`src/logic/tx_clk_pkg.sv`:
```
// constants, field layouts and carrier types for the transmit clock and frame sync generator
// assumes one 200 MHz system clock and a plain address/strobe register port
package tx_clk_pkg;

  // ==========================================================
  // clock
  localparam int unsigned CLK_PERIOD_NS = 5;              // system clock period

  // ==========================================================
  // register map
  localparam int unsigned ADDR_W        = 4;              // register port address width
  localparam logic [3:0]  OFS_FS_CTL    = 4'h0;           // tx_frame_sync_control
  localparam logic [3:0]  OFS_CK_CTL    = 4'h4;           // tx_bit_clock_control
  localparam logic [3:0]  OFS_STATUS    = 4'h8;           // generator status, read only

  // ==========================================================
  // field positions
  localparam int unsigned FS_MODE_LSB   = 7;              // frame_slot_mode low bit
  localparam int unsigned FS_MODE_MSB   = 15;             // frame_slot_mode high bit
  localparam int unsigned FS_WID_BIT    = 4;              // frame_sync_width_sel
  localparam int unsigned FS_SRC_BIT    = 1;              // frame_sync_source_sel
  localparam int unsigned FS_POL_BIT    = 0;              // frame_sync_polarity_sel
  localparam int unsigned CK_POL_BIT    = 7;              // bit_clock_polarity_sel
  localparam int unsigned CK_IND_BIT    = 6;              // independent_clocking_sel
  localparam int unsigned CK_SRC_BIT    = 5;              // bit_clock_source_sel
  localparam int unsigned CK_DIV_MSB    = 4;              // bit_clock_divider high bit
  localparam int unsigned ST_FS_BIT     = 0;              // status: frame sync level
  localparam int unsigned ST_BCLK_BIT   = 1;              // status: bit clock level
  localparam int unsigned ST_RUN_BIT    = 2;              // status: generator running
  localparam int unsigned ST_SLOT_LSB   = 16;             // status: current slot low bit
  localparam int unsigned ST_SLOT_MSB   = 24;             // status: current slot high bit

  // ==========================================================
  // slot mode codes
  localparam logic [8:0]  MODE_BURST    = 9'h000;         // burst, one word per sync
  localparam logic [8:0]  MODE_TDM_MIN  = 9'h002;         // smallest tdm slot count
  localparam logic [8:0]  MODE_TDM_MAX  = 9'h020;         // largest tdm slot count
  localparam logic [8:0]  MODE_DIT      = 9'h180;         // digital audio output mode
  localparam logic [8:0]  SLOTS_BURST   = 9'h001;         // frame length in burst
  localparam logic [8:0]  SLOTS_DIT     = 9'h180;         // 384 slots per frame

  // slot size: bits = 2 * (code + 1)
  localparam logic [5:0]  SLOT_BITS_ADD = 6'h02;          // offset in slot size formula
  localparam logic [5:0]  ONE_BIT       = 6'h01;          // single-bit sync width

  // ==========================================================
  // carriers
  typedef struct packed {
    logic [8:0] slot_mode;                                // frame_slot_mode
    logic       width_sel;                                // frame_sync_width_sel
    logic       source_sel;                               // frame_sync_source_sel
    logic       polarity_sel;                             // frame_sync_polarity_sel
  } fs_ctl_s;

  typedef struct packed {
    logic       clk_pol;                                  // bit_clock_polarity_sel
    logic       indep;                                    // independent_clocking_sel
    logic       src;                                      // bit_clock_source_sel
    logic [4:0] div;                                      // bit_clock_divider
  } ck_ctl_s;

  localparam fs_ctl_s FS_CTL_RST = '0;                    // frame sync control after reset
  localparam ck_ctl_s CK_CTL_RST = '0;                    // bit clock control after reset

  // ==========================================================
  // synchroniser lanes
  localparam int unsigned SYNC_W   = 5;                   // pins passed through synchroniser
  localparam int unsigned IDX_HF   = 0;                   // high-frequency clock pin
  localparam int unsigned IDX_BCLK = 1;                   // bit clock pin
  localparam int unsigned IDX_FS   = 2;                   // frame sync pin
  localparam int unsigned IDX_RXB  = 3;                   // receive bit clock pin
  localparam int unsigned IDX_RXF  = 4;                   // receive frame sync pin

  // frame generator states
  typedef enum logic [1:0] {
    FG_IDLE = 2'b01,                                      // counters parked
    FG_RUN  = 2'b10                                       // frames being generated
  } fg_state_e;

endpackage

```
`src/logic/pin_sync.sv`:
```
// two flip-flop synchroniser for a group of pin levels
// assumes the pins are asynchronous to clk_i and change slower than clk_i
`timescale 1ns/100ps

module pin_sync #(
  parameter int unsigned WIDTH = 1                        // number of lanes
) (
  input  wire logic             clk_i,                    // system clock
  input  wire logic             rst_i,                    // asynchronous system reset, active high
  input  wire logic [WIDTH-1:0] pin_i,                    // raw pin levels
  output logic      [WIDTH-1:0] sync_o                    // synchronised levels
);

  logic [WIDTH-1:0] meta_ff;                              // first stage, read only by sync_o

  // ==========================================================
  // two stages
  always_ff @(posedge clk_i or posedge rst_i) begin
    if (rst_i) begin
      meta_ff <= '0;
      sync_o  <= '0;
    end else begin
      meta_ff <= pin_i;
      sync_o  <= meta_ff;
    end
  end

endmodule // pin_sync

```
`src/logic/tx_clk_gen.sv`:
```
// transmit bit clock and frame sync generator with its two control registers
// assumes pins arrive asynchronous and toggle below a quarter of the 200 MHz clock
`timescale 1ns/100ps

module tx_clk_gen (
  input  wire logic                        clk_i,                     // system clock
  input  wire logic                        rst_i,                     // asynchronous system reset, active high
  // register port
  input  wire logic [tx_clk_pkg::ADDR_W-1:0] reg_addr_i,              // byte address
  input  wire logic [31:0]                 reg_wdata_i,               // write data
  input  wire logic                        reg_we_i,                  // write strobe
  input  wire logic                        reg_re_i,                  // read strobe
  output logic      [31:0]                 reg_rdata_o,               // read data, next cycle
  // slot size code from the format unit
  input  wire logic [3:0]                  slot_size_i,               // bits = 2*(code+1)
  // pins
  input  wire logic                        transmit_high_freq_clock_i, // high clock pin
  input  wire logic                        transmit_bit_clock_i,      // bit clock pin in
  output logic                             transmit_bit_clock_o,      // bit clock pin out
  output logic                             transmit_bit_clock_oe_o,   // bit clock drive enable
  input  wire logic                        transmit_frame_sync_i,     // frame sync pin in
  output logic                             transmit_frame_sync_o,     // frame sync pin out
  output logic                             transmit_frame_sync_oe_o,  // frame sync drive enable
  input  wire logic                        rx_bit_clock_pin_i,        // receive bit clock pin
  input  wire logic                        rx_frame_sync_pin_i,       // receive frame sync pin
  // to the serial sections
  output logic                             tx_shift_tick_o,           // transmit shift edge pulse
  output logic                             tx_frame_start_o,          // frame start pulse
  output logic                             tx_frame_sync_lvl_o,       // frame sync level
  output logic                             rx_bit_clock_o,            // clock for receive section
  output logic                             rx_frame_sync_o            // sync for receive section
);

  import tx_clk_pkg::*;

  // ==========================================================
  // declarations
  fs_ctl_s               fs_ctl_ff;                       // tx_frame_sync_control
  ck_ctl_s               ck_ctl_ff;                       // tx_bit_clock_control
  logic [SYNC_W-1:0]     pins_raw;                        // pins into synchroniser
  logic [SYNC_W-1:0]     pins_sync;                       // synchronised pins
  logic                  hf_prev_ff;                      // previous high clock level
  logic                  hf_rise;                         // high clock rising edge
  logic [4:0]            div_cnt_ff;                      // divider phase
  logic                  bclk_int_ff;                     // internally made bit clock
  logic                  bclk_lvl;                        // selected bit clock level
  logic                  bclk_prev_ff;                    // previous bit clock level
  logic                  bclk_rise;                       // bit clock rising edge
  logic                  bclk_fall;                       // bit clock falling edge
  logic                  shift_tick;                      // shift edge this cycle
  logic                  fs_ext_prev_ff;                  // previous external sync level
  logic                  ext_start;                       // external frame start
  fg_state_e             fg_state_ff;                     // generator state
  fg_state_e             nxt_fg_state;                    // next generator state
  logic [5:0]            bit_cnt_ff;                      // bit within slot
  logic [8:0]            slot_cnt_ff;                     // slot within frame
  logic [5:0]            slot_bits;                       // bits per slot
  logic [5:0]            sync_bits;                       // sync active length
  logic [8:0]            frame_slots;                     // slots per frame
  logic                  mode_ok;                         // slot mode is not reserved
  logic                  fs_active_ff;                    // internal sync active
  logic                  fs_pin_lvl;                      // internal sync at pin polarity
  logic                  int_start;                       // internal frame start
  logic [31:0]           nxt_rdata;                       // read mux

  // ==========================================================
  // pin synchroniser
  assign pins_raw = {rx_frame_sync_pin_i, rx_bit_clock_pin_i, transmit_frame_sync_i,
                     transmit_bit_clock_i, transmit_high_freq_clock_i};

  pin_sync #(
    .WIDTH (SYNC_W)
  ) u_pin_sync (
    .clk_i  (clk_i),
    .rst_i  (rst_i),
    .pin_i  (pins_raw),
    .sync_o (pins_sync)
  );

  // ==========================================================
  // register writes
  // reserved bits dropped
  always_ff @(posedge clk_i or posedge rst_i) begin
    if (rst_i) begin
      fs_ctl_ff <= FS_CTL_RST;
      ck_ctl_ff <= CK_CTL_RST;
    end else if (reg_we_i) begin
      // only documented fields are stored
      if (reg_addr_i == OFS_FS_CTL) begin
        fs_ctl_ff.slot_mode    <= reg_wdata_i[FS_MODE_MSB:FS_MODE_LSB];
        fs_ctl_ff.width_sel    <= reg_wdata_i[FS_WID_BIT];
        fs_ctl_ff.source_sel   <= reg_wdata_i[FS_SRC_BIT];
        fs_ctl_ff.polarity_sel <= reg_wdata_i[FS_POL_BIT];
      end
      if (reg_addr_i == OFS_CK_CTL) begin
        ck_ctl_ff.clk_pol <= reg_wdata_i[CK_POL_BIT];
        ck_ctl_ff.indep   <= reg_wdata_i[CK_IND_BIT];
        ck_ctl_ff.src     <= reg_wdata_i[CK_SRC_BIT];
        ck_ctl_ff.div     <= reg_wdata_i[CK_DIV_MSB:0];
      end
    end
  end

  // ==========================================================
  // register reads
  // reserved bits read zero
  always_comb begin
    nxt_rdata = 32'h0000_0000;
    unique case (reg_addr_i)
      // frame sync control
      OFS_FS_CTL: begin
        nxt_rdata[FS_MODE_MSB:FS_MODE_LSB] = fs_ctl_ff.slot_mode;
        nxt_rdata[FS_WID_BIT]              = fs_ctl_ff.width_sel;
        nxt_rdata[FS_SRC_BIT]              = fs_ctl_ff.source_sel;
        nxt_rdata[FS_POL_BIT]              = fs_ctl_ff.polarity_sel;
      end
      // bit clock control
      OFS_CK_CTL: begin
        nxt_rdata[CK_POL_BIT]   = ck_ctl_ff.clk_pol;
        nxt_rdata[CK_IND_BIT]   = ck_ctl_ff.indep;
        nxt_rdata[CK_SRC_BIT]   = ck_ctl_ff.src;
        nxt_rdata[CK_DIV_MSB:0] = ck_ctl_ff.div;
      end
      // live generator state
      OFS_STATUS: begin
        nxt_rdata[ST_FS_BIT]               = tx_frame_sync_lvl_o;
        nxt_rdata[ST_BCLK_BIT]             = bclk_lvl;
        nxt_rdata[ST_RUN_BIT]              = (fg_state_ff == FG_RUN);
        nxt_rdata[ST_SLOT_MSB:ST_SLOT_LSB] = slot_cnt_ff;
      end
      // unmapped reads zero
      default: nxt_rdata = 32'h0000_0000;
    endcase
  end

  // read data stand one cycle after the strobe only
  always_ff @(posedge clk_i or posedge rst_i) begin
    if (rst_i) begin
      reg_rdata_o <= 32'h0000_0000;
    end else if (reg_re_i) begin
      reg_rdata_o <= nxt_rdata;
    end else begin
      reg_rdata_o <= 32'h0000_0000;
    end
  end

  // ==========================================================
  // bit clock divider
  assign hf_rise = pins_sync[IDX_HF] & ~hf_prev_ff;

  // phase counter runs on high clock rising edges
  // divide by field plus one
  always_ff @(posedge clk_i or posedge rst_i) begin
    if (rst_i) begin
      hf_prev_ff <= 1'b0;
      div_cnt_ff <= 5'h00;
    end else begin
      hf_prev_ff <= pins_sync[IDX_HF];
      if (hf_rise) begin
        div_cnt_ff <= (div_cnt_ff >= ck_ctl_ff.div) ? 5'h00 : div_cnt_ff + 5'h01;
      end
    end
  end

  // divided level: high in the first half of each period
  always_ff @(posedge clk_i or posedge rst_i) begin
    if (rst_i) begin
      bclk_int_ff <= 1'b0;
    end else if (ck_ctl_ff.div == 5'h00) begin
      bclk_int_ff <= pins_sync[IDX_HF];
    end else begin
      bclk_int_ff <= (div_cnt_ff <= (ck_ctl_ff.div >> 1));
    end
  end

  // ==========================================================
  // bit clock selection and edges
  // pin or divider
  assign bclk_lvl   = ck_ctl_ff.src ? bclk_int_ff : pins_sync[IDX_BCLK];
  assign bclk_rise  = bclk_lvl & ~bclk_prev_ff;
  assign bclk_fall  = ~bclk_lvl & bclk_prev_ff;
  assign shift_tick = ck_ctl_ff.clk_pol ? bclk_fall : bclk_rise;

  // edge history and pin drive
  always_ff @(posedge clk_i or posedge rst_i) begin
    if (rst_i) begin
      bclk_prev_ff            <= 1'b0;
      tx_shift_tick_o         <= 1'b0;
      transmit_bit_clock_o    <= 1'b0;
      transmit_bit_clock_oe_o <= 1'b0;
    end else begin
      bclk_prev_ff            <= bclk_lvl;
      tx_shift_tick_o         <= shift_tick;
      transmit_bit_clock_o    <= bclk_int_ff;
      transmit_bit_clock_oe_o <= ck_ctl_ff.src;
    end
  end

  // ==========================================================
  // frame geometry
  // slot count from mode
  always_comb begin
    mode_ok     = 1'b1;
    frame_slots = SLOTS_BURST;
    if (fs_ctl_ff.slot_mode == MODE_BURST) begin
      frame_slots = SLOTS_BURST;
    end else if (fs_ctl_ff.slot_mode >= MODE_TDM_MIN && fs_ctl_ff.slot_mode <= MODE_TDM_MAX) begin
      frame_slots = fs_ctl_ff.slot_mode;
    end else if (fs_ctl_ff.slot_mode == MODE_DIT) begin
      frame_slots = SLOTS_DIT;
    end else begin
      // reserved codes park the generator
      mode_ok = 1'b0;
    end
  end

  assign slot_bits = {1'b0, slot_size_i, 1'b0} + SLOT_BITS_ADD;
  assign sync_bits = fs_ctl_ff.width_sel ? slot_bits : ONE_BIT;

  // ==========================================================
  // frame generator state
  always_comb begin
    nxt_fg_state = fg_state_ff;
    unique case (fg_state_ff)
      // wait for internal source and legal mode
      FG_IDLE: if (fs_ctl_ff.source_sel && mode_ok) nxt_fg_state = FG_RUN;
      // stop as soon as either is withdrawn
      FG_RUN:  if (!fs_ctl_ff.source_sel || !mode_ok) nxt_fg_state = FG_IDLE;
      default: nxt_fg_state = FG_IDLE;
    endcase
  end

  always_ff @(posedge clk_i or posedge rst_i) begin
    if (rst_i) begin
      fg_state_ff <= FG_IDLE;
    end else begin
      fg_state_ff <= nxt_fg_state;
    end
  end

  // ==========================================================
  // bit and slot counters, one step per shift edge
  assign int_start = (fg_state_ff == FG_RUN) && shift_tick &&
                     (bit_cnt_ff == 6'h00) && (slot_cnt_ff == 9'h000);

  always_ff @(posedge clk_i or posedge rst_i) begin
    if (rst_i) begin
      bit_cnt_ff  <= 6'h00;
      slot_cnt_ff <= 9'h000;
    end else if (fg_state_ff != FG_RUN) begin
      bit_cnt_ff  <= 6'h00;
      slot_cnt_ff <= 9'h000;
    end else if (shift_tick) begin
      if (bit_cnt_ff >= slot_bits - ONE_BIT) begin
        bit_cnt_ff  <= 6'h00;
        slot_cnt_ff <= (slot_cnt_ff >= frame_slots - 9'h001) ? 9'h000 : slot_cnt_ff + 9'h001;
      end else begin
        bit_cnt_ff <= bit_cnt_ff + 6'h01;
      end
    end
  end

  // sync active from the first bit of slot zero
  // held for sync_bits periods
  always_ff @(posedge clk_i or posedge rst_i) begin
    if (rst_i) begin
      fs_active_ff <= 1'b0;
    end else if (fg_state_ff != FG_RUN) begin
      fs_active_ff <= 1'b0;
    end else if (shift_tick) begin
      fs_active_ff <= (slot_cnt_ff == 9'h000) && (bit_cnt_ff < sync_bits);
    end
  end

  assign fs_pin_lvl = fs_ctl_ff.polarity_sel ? ~fs_active_ff : fs_active_ff;

  // ==========================================================
  // external frame start detection
  // start edge by polarity
  assign ext_start = fs_ctl_ff.polarity_sel ? (~pins_sync[IDX_FS] & fs_ext_prev_ff)
                                            : (pins_sync[IDX_FS] & ~fs_ext_prev_ff);

  // ==========================================================
  // frame sync outputs
  always_ff @(posedge clk_i or posedge rst_i) begin
    if (rst_i) begin
      fs_ext_prev_ff           <= 1'b0;
      transmit_frame_sync_o    <= 1'b0;
      transmit_frame_sync_oe_o <= 1'b0;
      tx_frame_start_o         <= 1'b0;
      tx_frame_sync_lvl_o      <= 1'b0;
    end else begin
      fs_ext_prev_ff           <= pins_sync[IDX_FS];
      transmit_frame_sync_o    <= fs_pin_lvl;
      transmit_frame_sync_oe_o <= fs_ctl_ff.source_sel;
      // start from own counter or pin
      tx_frame_start_o         <= fs_ctl_ff.source_sel ? int_start : ext_start;
      tx_frame_sync_lvl_o      <= fs_ctl_ff.source_sel ? fs_pin_lvl : pins_sync[IDX_FS];
    end
  end

  // ==========================================================
  // receive section clocking
  // shared or independent
  always_ff @(posedge clk_i or posedge rst_i) begin
    if (rst_i) begin
      rx_bit_clock_o  <= 1'b0;
      rx_frame_sync_o <= 1'b0;
    end else if (ck_ctl_ff.indep) begin
      rx_bit_clock_o  <= pins_sync[IDX_RXB];
      rx_frame_sync_o <= pins_sync[IDX_RXF];
    end else begin
      rx_bit_clock_o  <= bclk_lvl;
      rx_frame_sync_o <= fs_ctl_ff.source_sel ? fs_pin_lvl : pins_sync[IDX_FS];
    end
  end

endmodule // tx_clk_gen

```
`config.mk`:
```
export PLATFORM = sky130hd
export DESIGN_NAME = tx_clk_gen
export DESIGN_NICKNAME = d
export VERILOG_FILES = /design/src/logic/tx_clk_pkg.sv /design/src/logic/pin_sync.sv /design/src/logic/tx_clk_gen.sv
export SDC_FILE = /design/constraint.sdc
export NUM_CORES = 1
export LEC_CHECK = 0
export BUFFER_PORTS_ARGS = -buffer_cell sky130_fd_sc_hd__buf_2
export CAP_MARGIN = 20
export CORE_ASPECT_RATIO = 0.75
export CORE_MARGIN = 4
export CORE_UTILIZATION = 55
export DETAILED_ROUTE_END_ITERATION = 10
export PLACE_DENSITY_LB_ADDON = 0.2
export SETUP_SLACK_MARGIN = 0.5
export SLEW_MARGIN = 20
export SYNTH_ARGS = -nofsm -noshare
export SYNTH_HDL_FRONTEND = slang
export SYNTH_SLANG_ARGS = --single-unit
```
`constraint.sdc`:
```
create_clock -name clk_i -period 9.6 [get_ports clk_i]
set_input_delay 2.4 -clock clk_i [delete_from_list [all_inputs] [get_ports clk_i]]
set_output_delay 2.4 -clock clk_i [all_outputs]
set_load 0.02 [all_outputs]
```
==> summary.txt, run 1 <==
Sequential fraction of the synthesis area -> 49.65%
Mean routed wirelength per cell -> 15.87 um
Worst setup SP type -> input pin
Top post-synthesis cells by count -> 90 x dfrtp_1, 35 x ha_1, 35 x nand2_1, 22 x mux2_2
Fin. max-slew vios -> 0
Vias in the first global route -> 3362
Largest cells by area after synthesis -> dfrtp_1 49%, ha_1 9.5%, mux2_2 5.4%
GRT overflow -> 0
Cell with the most instances after synthesis -> dfrtp_1
Area grow syn2layout -> 13.71%
# resized after CTS -> 0
GPL Wtd Cong -> 0.8419
Skew final -> 0.01459 ns
Core area -> 8023 um^2
Die width -> 113.5 um
Critical Path RT -> 9.85 ns
Clk buf depth -> 2
Synth warn -> 0
Clock sink count -> 91
PwrDens -> 193.3 nW/um^2
CTS clk-pin slew, worst paths -> 0.10 ns
Setup CP Type -> input pin to register
Status -> finished clean
Starting DRT DRC Count -> 162
Hold Fails Final Rpt -> 0
Root Buffer Master -> clkbuf_8
VDD IR max -> 0.1502 mV
Yosys cell types -> 56
Vias/cell -> 5.637
Max cap viols -> 0
Initial DRT Pass Iterations -> 5
Final std cells w/o fill -> 601
Sum of negative setup slack -> 0 ns
Crit-path cells -> buf_2, ha_1, xnor2_1, o21ai_0, nand2_1, xor2_1, ha_1, nor3_1, o21ai_0, a31oi_4, nand3b_4, o211ai_1
LEAKAGE -> 0.002539 uW
Number of placed cells counting well taps -> 585
CP peak stage delay -> 0.41 ns
Crit-path slowest cell -> a31oi_4
Fin crit share -> 46.36%
N_diodes -> 0
FP Rows -> 28
HP Class -> register to register
Unrepaired setup endpoints after global routing -> false
Detail Placement HPWL -> 6975 um
Via Count -> 3388
Num CTS Buffers -> 9
Total Wirelength -> 9536 um
Worst Slack Setup Final -> 5.150 ns
Routed Antenna Nets -> 0
Ys async rst share -> 100.0%
Number of synthesized flops with an enable pin -> 0
Tmin final -> 4.450 ns
Worst Hold Slack -> 0.3578 ns
Actual slew at the worst max-slew pin -> 0.7895 ns
R2r setup slk -> 5.90 ns
Layout Nets -> 575
Ys flop type -> dfrtp_1
Initial core utilization -> 57.21%
Area share of the largest cell type after synthesis -> 49.07%
Crit Path Max Fanout -> 12
Share of layout cells above drive strength 1 -> 23.79%
Setup-failing EPs final -> 0
First-pass GRT wire length -> 16500 um
Area leader, netlist -> dfrtp_1
Num ports -> 90
Initial antenna violation count -> 0
Setup WS pre-CTS -> 4.775 ns
Die ar. -> 9885 um^2
Post-CTS Hold Buffers -> 0
Die height -> 87.11 um
# fillers -> 621
Setup Fix Bufs, Post-CTS -> 0
Relative slew slack -> 47.37%
Worst skew pair latency -> 0.37 ns
CTS H-Tree Depth -> 3
Largest net degree at the start of global routing -> 61
DRC viols -> 0
CTS tree -> done
Synth Cell Area -> 4589 um^2
F_max -> 0.2247 GHz
Port Buffer Count -> 66
Seq cells post-synth -> 91
Critical Path AT -> 4.70 ns
Synth Instances -> 422
CP Capture Type -> register
Synth Area per Inst -> 10.88 um^2
GRT Total Usage -> 21.13%
==> flip-flops by register name (all words and copies together) (netlist names), 2 cells and up <==
register,count
reg_rdata_o,25
fg_state_ff,2
ck_ctl_ff,8
div_cnt_ff,5
slot_cnt_ff,9
bit_cnt_ff,6
fs_ctl_ff,12
u_pin_sync.meta_ff,5
u_pin_sync.sync_o,5
==> metal layers <==
metal,wire [um],part of all wire [%],track usage (%),vias up
li1,-,-,-,1638
met2,4477,47,34.31,94
met1,4360,46,28.07,1642
met5,0,0,0,-
met4,124,1.3,5.677,0
met3,574,6.0,6.042,14
==> cell type report <==
class | count | area [um^2] | area share [%]
Sequential cell | 91 | 2278 | 43.66
Multi-Input combinational cell | 299 | 2162 | 41.43
Timing Repair Buffer | 68 | 345.3 | 6.617
Tap cell | 105 | 131.4 | 2.517
Clock buffer | 9 | 123.9 | 2.374
Clock inverter | 7 | 88.84 | 1.702
Inverter | 22 | 88.84 | 1.702
==> through the flow <==
stage | util, % | area [um^2] | power, uW
after floorplan | - | 4612 | 663.8
after global placement | 62.34 | 5001 | 720.6
after detailed placement | 62.34 | 5001 | 735.6
after CTS | 64.99 | 5214 | 1014
after global routing | 65.05 | 5219 | 1080
final | 65.05 | 5219 | 1009
==> worst max-delay path, delay by kind of cell <==
kind / cells / cell delay [ns]
fa+ha+maj: 2 / 0.44
buf+inv: 1 / 0.14
xor+xnor: 2 / 0.28
compound gates: 4 / 0.89
simple gates: 3 / 0.53
==> layout by cell type, fill, tap and decap left out, drive strengths merged, types with 6 or more instances in the layout <==
cell type  instances
dfrtp             90
buf               68
nand2             35
ha                35
inv               26
mux2              24
and2              21
nor2              19
o21ai             18
nand3             15
a21oi             14
nor3              12
clkbuf             9
conb               8
xor2               7
nand2b             6
nand4              6
==> report_power, final <==
part,total (uW),internal [uW],switching [uW]
Clock,277,128,149
Sequential,483,430,53.4
Combinational,248,109,139
Total,1010,667,342
==> path summary, 6_finish.rpt <==
kind,start,end,cells after the start
worst min-delay path,u_pin_sync.meta_ff[2]$_DFF_PP0_,u_pin_sync.sync_o[2]$_DFF_PP0_,0
min in group asynchronous,rst_i,u_pin_sync.meta_ff[0]$_DFF_PP0_,2
worst min register to register,u_pin_sync.meta_ff[2]$_DFF_PP0_,u_pin_sync.sync_o[2]$_DFF_PP0_,0
worst max-delay path,slot_size_i[0],slot_cnt_ff[8]$_DFFE_PP0P_,12
max in group asynchronous,rst_i,fs_active_ff$_DFFE_PP0P_,3
worst max register to register,fs_ctl_ff[4]$_DFFE_PP0P_,slot_cnt_ff[2]$_DFFE_PP0P_,13
==> cell families (layout without fill, tap and decap cells) <==
family / count (synthesis) / after routing / share of synthesized area, %
AND/OR/NAND/NOR: 143 / 143 / 16.63
flip-flops: 91 / 91 / 49.65
AO/OA/AOI/OAI: 74 / 74 / 11.15
buffers and inverters: 38 / 106 / 3.844
adder cells (fa/ha/maj): 35 / 35 / 9.542
multiplexers: 28 / 28 / 6.925
XOR/XNOR: 11 / 11 / 2.099
other: 2 / 8 / 0.1636
Note: power is estimated with default switching activity, not from simulation.
==> run 2, diff against run 1 <==
clock period = 4.3 ns   (was 9.6 ns; I/O delays follow)
==> summary.txt, run 2 (synthesis results as in run 1) <==
Status -> finished clean
CP Capture Type -> register
Vias in the first global route -> 3491
Largest net degree at the start of global routing -> 53
VDD IR max -> 0.3117 mV
Dpl cell area -> 5016 um^2
Util after Layout -> 65.13%
Leading cell type in the layout, fill and taps excluded -> dfrtp_1
Layout Nets -> 577
Die height -> 87.11 um
Root Buffer Master -> clkbuf_8
GRT Total Usage -> 20.78%
Area grow syn2layout -> 13.85%
N_diodes -> 0
Tmin final -> 3.342 ns
Num CTS Buffers -> 9
# fillers -> 667
Setup-failing EPs final -> 0
CTS tree -> done
Unrepaired setup endpoints after global routing -> false
Actual slew at the worst max-slew pin -> 0.8531 ns
GPL Wtd Cong -> 0.8697
Die ar. -> 9885 um^2
GRT overflow -> 0
Commonest non-fill, non-tap cells in the layout -> 90 x dfrtp_1, 66 x buf_2, 35 x nand2_1, 35 x ha_1, 22 x mux2_2
Clock sink count -> 91
Share of layout cells above drive strength 1 -> 24.10%
Largest registers -> reg_rdata_o: 25 flops, fs_ctl_ff: 12 flops, slot_cnt_ff: 9 flops
Via Count -> 3371
Reg with most FFs -> reg_rdata_o
DRC viols -> 0
Worst Hold Slack -> 0.3521 ns
Vias/cell -> 5.590
Die width -> 113.5 um
Num ports -> 90
Relative slew slack -> 43.13%
Hold Fails Final Rpt -> 0
HP Class -> register to register
Initial antenna violation count -> 0
Detail Placement HPWL -> 6959 um
LEAKAGE -> 0.002539 uW
Initial DRT Pass Iterations -> 4
Fin. max-slew vios -> 0
Total power -> 2184 uW
FP Rows -> 28
Initial core utilization -> 57.21%
Mean routed wirelength per cell -> 15.45 um
Critical Path AT -> 3.62 ns
Setup CP Type -> register to register
Max reg flops -> 25
Routed Antenna Nets -> 0
Post-layout instance area -> 5225 um^2
Fin crit share -> 77.72%
Clk buf depth -> 2
Worst skew pair latency -> 0.36 ns
Core area -> 8023 um^2
Worst setup SP type -> register
CTS clk-pin slew, worst paths -> 0.09 ns
R2r setup slk -> 0.96 ns
F_max -> 0.2992 GHz
Crit Path Max Fanout -> 9
Starting DRT DRC Count -> 180
Port Buffer Count -> 66
Critical Path RT -> 4.57 ns
CTS H-Tree Depth -> 3
Sum of negative setup slack -> 0 ns
Skew final -> 0.01023 ns
Total Wirelength -> 9319 um
First-pass GRT wire length -> 16150 um
PwrDens -> 418.0 nW/um^2
Max cap viols -> 0
run 2: what timing repair did:
action	CTS	global route
setup buffers	0	0
endpoints found under the setup margin	0	8
resized for setup	0	2
hold buffers	0	0
run 2: worst max-delay path, cell delays in order (launching register included):
cell and delay (ns):
dfrtp_1 0.49, nor4_2 0.33, and3b_1 0.21, o21ai_0 0.10, o21ai_0 0.28, ha_1 0.29, o21ai_0 0.14, and2_1 0.18
ha_1 0.32, nand3_1 0.12, nor2_1 0.06, a21oi_1 0.16, buf_4 0.19, nand3b_4 0.14, o31ai_2 0.25
run 2: layout make-up:
| type | count | area (um^2) | share of cell area [%] |
|---|---|---|---|
| Tap cell | 105 | 131.4 | 2.514 |
| Clock buffer | 12 | 155.1 | 2.969 |
| Clock inverter | 4 | 35.03 | 0.6705 |
| Multi-Input combinational cell | 299 | 2176 | 41.64 |
| Sequential cell | 91 | 2278 | 43.61 |
| Timing Repair Buffer | 70 | 360.3 | 6.897 |
| Inverter | 22 | 88.84 | 1.700 |
run 2: final timing paths:
| kind | from | endpoint | cells after the start |
|---|---|---|---|
| max | fs_ctl_ff[4]$_DFFE_PP0P_ | slot_cnt_ff[3]$_DFFE_PP0P_ | 14 |
| max reg2reg | fs_ctl_ff[4]$_DFFE_PP0P_ | slot_cnt_ff[3]$_DFFE_PP0P_ | 14 |
| max in group asynchronous | rst_i | fg_state_ff[0]$_DFFE_PP1P_ | 3 |
| min | u_pin_sync.meta_ff[1]$_DFF_PP0_ | u_pin_sync.sync_o[1]$_DFF_PP0_ | 0 |
| min reg2reg | u_pin_sync.meta_ff[1]$_DFF_PP0_ | u_pin_sync.sync_o[1]$_DFF_PP0_ | 0 |
| min in group asynchronous | rst_i | reg_rdata_o[15]$_DFF_PP0_ | 2 |
run 2: per-stage QoR:
stage,setup WS (ns),std cells
2_1_floorplan,0.8630,428
3_3_place_gp,0.8845,587
3_5_place_dp,0.8306,587
4_1_cts,0.8078,603
5_1_grt,0.5693,603
6_report,0.9582,603
run 2: layer usage:
metal  GRT usage (%)  share of wire (%)
met3           4.931                5.4
met1           27.01                 47
met5               0                  0
met2           34.79                 46
met4           6.441                1.2
run 2: where the power goes:
group	internal (uW)	switching (uW)	total [uW]
clock network	246	295	541
logic	251	312	563
registers	960	120	1080
==> run 3, diff against run 2 <==
CORE_UTILIZATION = 50   (was 55)
clock period = 2.7 ns   (was 4.3 ns; I/O delays follow)
==> summary.txt, run 3 (synthesis results as in run 1) <==
Setup WS pre-CTS -> -0.2459 ns
Worst r2r src -> fs_ctl_ff[5]$_DFFE_PP0P_
Die ar. -> 10790 um^2
Status -> finished, violations left
Initial DRT Pass Iterations -> 5
F_max -> 0.3373 GHz
Max cap viols -> 0
Util after Layout -> 68.20%
Clock sink count -> 91
Port Buffer Count -> 66
Hold Path End -> u_pin_sync.sync_o[2]$_DFF_PP0_
Worst Slack Setup Final -> -0.2651 ns
Crit-path slowest cell -> dfrtp_2
Skew final -> 0.007360 ns
Sum of negative setup slack -> -2.087 ns
Worst skew pair latency -> 0.34 ns
Num CTS Buffers -> 9
Die height -> 90.97 um
CTS tree -> done
Vias in the first global route -> 3458
N_diodes -> 0
Fin crit share -> 109.8%
R2r worst-path depth -> 12
Initial antenna violation count -> 0
Worst Hold Slack -> 0.3443 ns
Reg2Reg Capture Point -> slot_cnt_ff[2]$_DFFE_PP0P_
Share of layout cells above drive strength 1 -> 35.28%
Unrepaired setup endpoints after global routing -> true
Hold Fails Final Rpt -> 0
Tmin final -> 2.965 ns
Via Count -> 3508
GRT Total Usage -> 19.53%
GRT overflow -> 0
Routed Antenna Nets -> 0
Crit Path Max Fanout -> 5
Total Wirelength -> 10380 um
Failing checks -> setup timing
Largest registers -> reg_rdata_o: 25 flops, fs_ctl_ff: 12 flops, slot_cnt_ff: 9 flops
CTS H-Tree Depth -> 3
Vias/cell -> 5.498
Die width -> 118.6 um
Area grow syn2layout -> 29.42%
Largest net degree at the start of global routing -> 33
Actual slew at the worst max-slew pin -> 0.6706 ns
VDD IR max -> 0.3655 mV
Starting DRT DRC Count -> 246
Critical Path AT -> 3.21 ns
Fin. max-slew vios -> 0
Number of placed cells counting well taps -> 608
Root Buffer Master -> clkbuf_16
Num ports -> 90
GPL Wtd Cong -> 0.8086
CP peak stage delay -> 0.44 ns
First-pass GRT wire length -> 17230 um
Leading cell type in the layout, fill and taps excluded -> dfrtp_1
PwrDens -> 741.6 nW/um^2
LEAKAGE -> 0.002840 uW
Setup-failing EPs final -> 9
Initial core utilization -> 52.70%
CP Capture Type -> register
Cell depth of the worst hold path -> 0
Commonest non-fill, non-tap cells in the layout -> 88 x dfrtp_1, 63 x buf_2, 33 x nand2_1
Setup CP Type -> register to register
Critical Path RT -> 2.94 ns
Final std cells w/o fill -> 638
Clk buf depth -> 2
Worst setup SP type -> register
HP Class -> register to register
DRC viols -> 0
Core area -> 8708 um^2
Layout Nets -> 609
Mean routed wirelength per cell -> 16.26 um
Relative slew slack -> 55.20%
Max reg flops -> 25
Hold_sp -> u_pin_sync.meta_ff[2]$_DFF_PP0_
Detail Placement HPWL -> 7238 um
CTS clk-pin slew, worst paths -> 0.07 ns
R2r setup slk -> -0.27 ns
FP Rows -> 29
Reg with most FFs -> reg_rdata_o
Crit-path cells -> nor4_4, and3b_2, o21a_1, buf_4, nand2_1, xor2_2, ha_1, a21oi_2, o21ai_2, a21oi_4, nand3b_4, o311ai_2
run 3: where the power goes:
part	internal [uW]	switching, uW
registers	1530	180
logic	556	622
clock network	996	517
run 3: worst max path at each step:
stage,slack (ns),cells past startpoint,end,from
floorplan,-0.03,12,slot_cnt_ff[2]$_DFFE_PP0P_,fs_ctl_ff[5]$_DFFE_PP0P_
global placement,-0.16,12,slot_cnt_ff[2]$_DFFE_PP0P_,fs_ctl_ff[5]$_DFFE_PP0P_
detailed placement,-0.25,14,slot_cnt_ff[2]$_DFFE_PP0P_,fs_ctl_ff[5]$_DFFE_PP0P_
CTS,-0.12,14,slot_cnt_ff[6]$_DFFE_PP0P_,fs_ctl_ff[7]$_DFFE_PP0P_
global route,-0.41,12,slot_cnt_ff[2]$_DFFE_PP0P_,fs_ctl_ff[5]$_DFFE_PP0P_
finish,-0.27,12,slot_cnt_ff[2]$_DFFE_PP0P_,fs_ctl_ff[5]$_DFFE_PP0P_
run 3: area by class of cell:
class | count | area (um^2)
clock buffer | 9 | 225.2
clock inverter | 7 | 140.1
fill | 656 | 2769
inverter | 22 | 91.34
multi-input combinational | 300 | 2411
sequential | 91 | 2281
tap | 108 | 135.1
timing repair buffer | 101 | 655.6
run 3: timing repair:
action / 4_1_cts / 5_1_grt
gates cloned: 1 / 1
endpoints found under the setup margin: 13 / 14
pin swaps: 17 / 17
gates resized for setup: 21 / 29
hold buffers: 0 / 0
setup buffers: 9 / 3
run 3: worst max-delay path: cells and delay by family, from the launching register on:
| kind | cells | cell delay [ns] |
|---|---|---|
| compound gates | 5 | 0.91 |
| simple gates | 4 | 0.83 |
| flops | 1 | 0.44 |
| fa+ha+maj | 1 | 0.33 |
| xor+xnor | 1 | 0.19 |
| buf+inv | 1 | 0.16 |
run 3: layer usage:
metal	track usage, %	vias up	routed length [um]
met5	0	-	0
met4	5.882	0	149
met3	4.099	15	484
met2	29.08	102	4612
met1	28.90	1698	5129
li1	-	1693	-
run 3: per-stage QoR:
| step | cell area (um^2) | power, uW |
|---|---|---|
| floorplan | 4683 | 2388 |
| global placement | 5244 | 2691 |
| detailed placement | 5244 | 2737 |
| CTS | 5773 | 4352 |
| global route | 5939 | 4631 |
| finish | 5939 | 4404 |
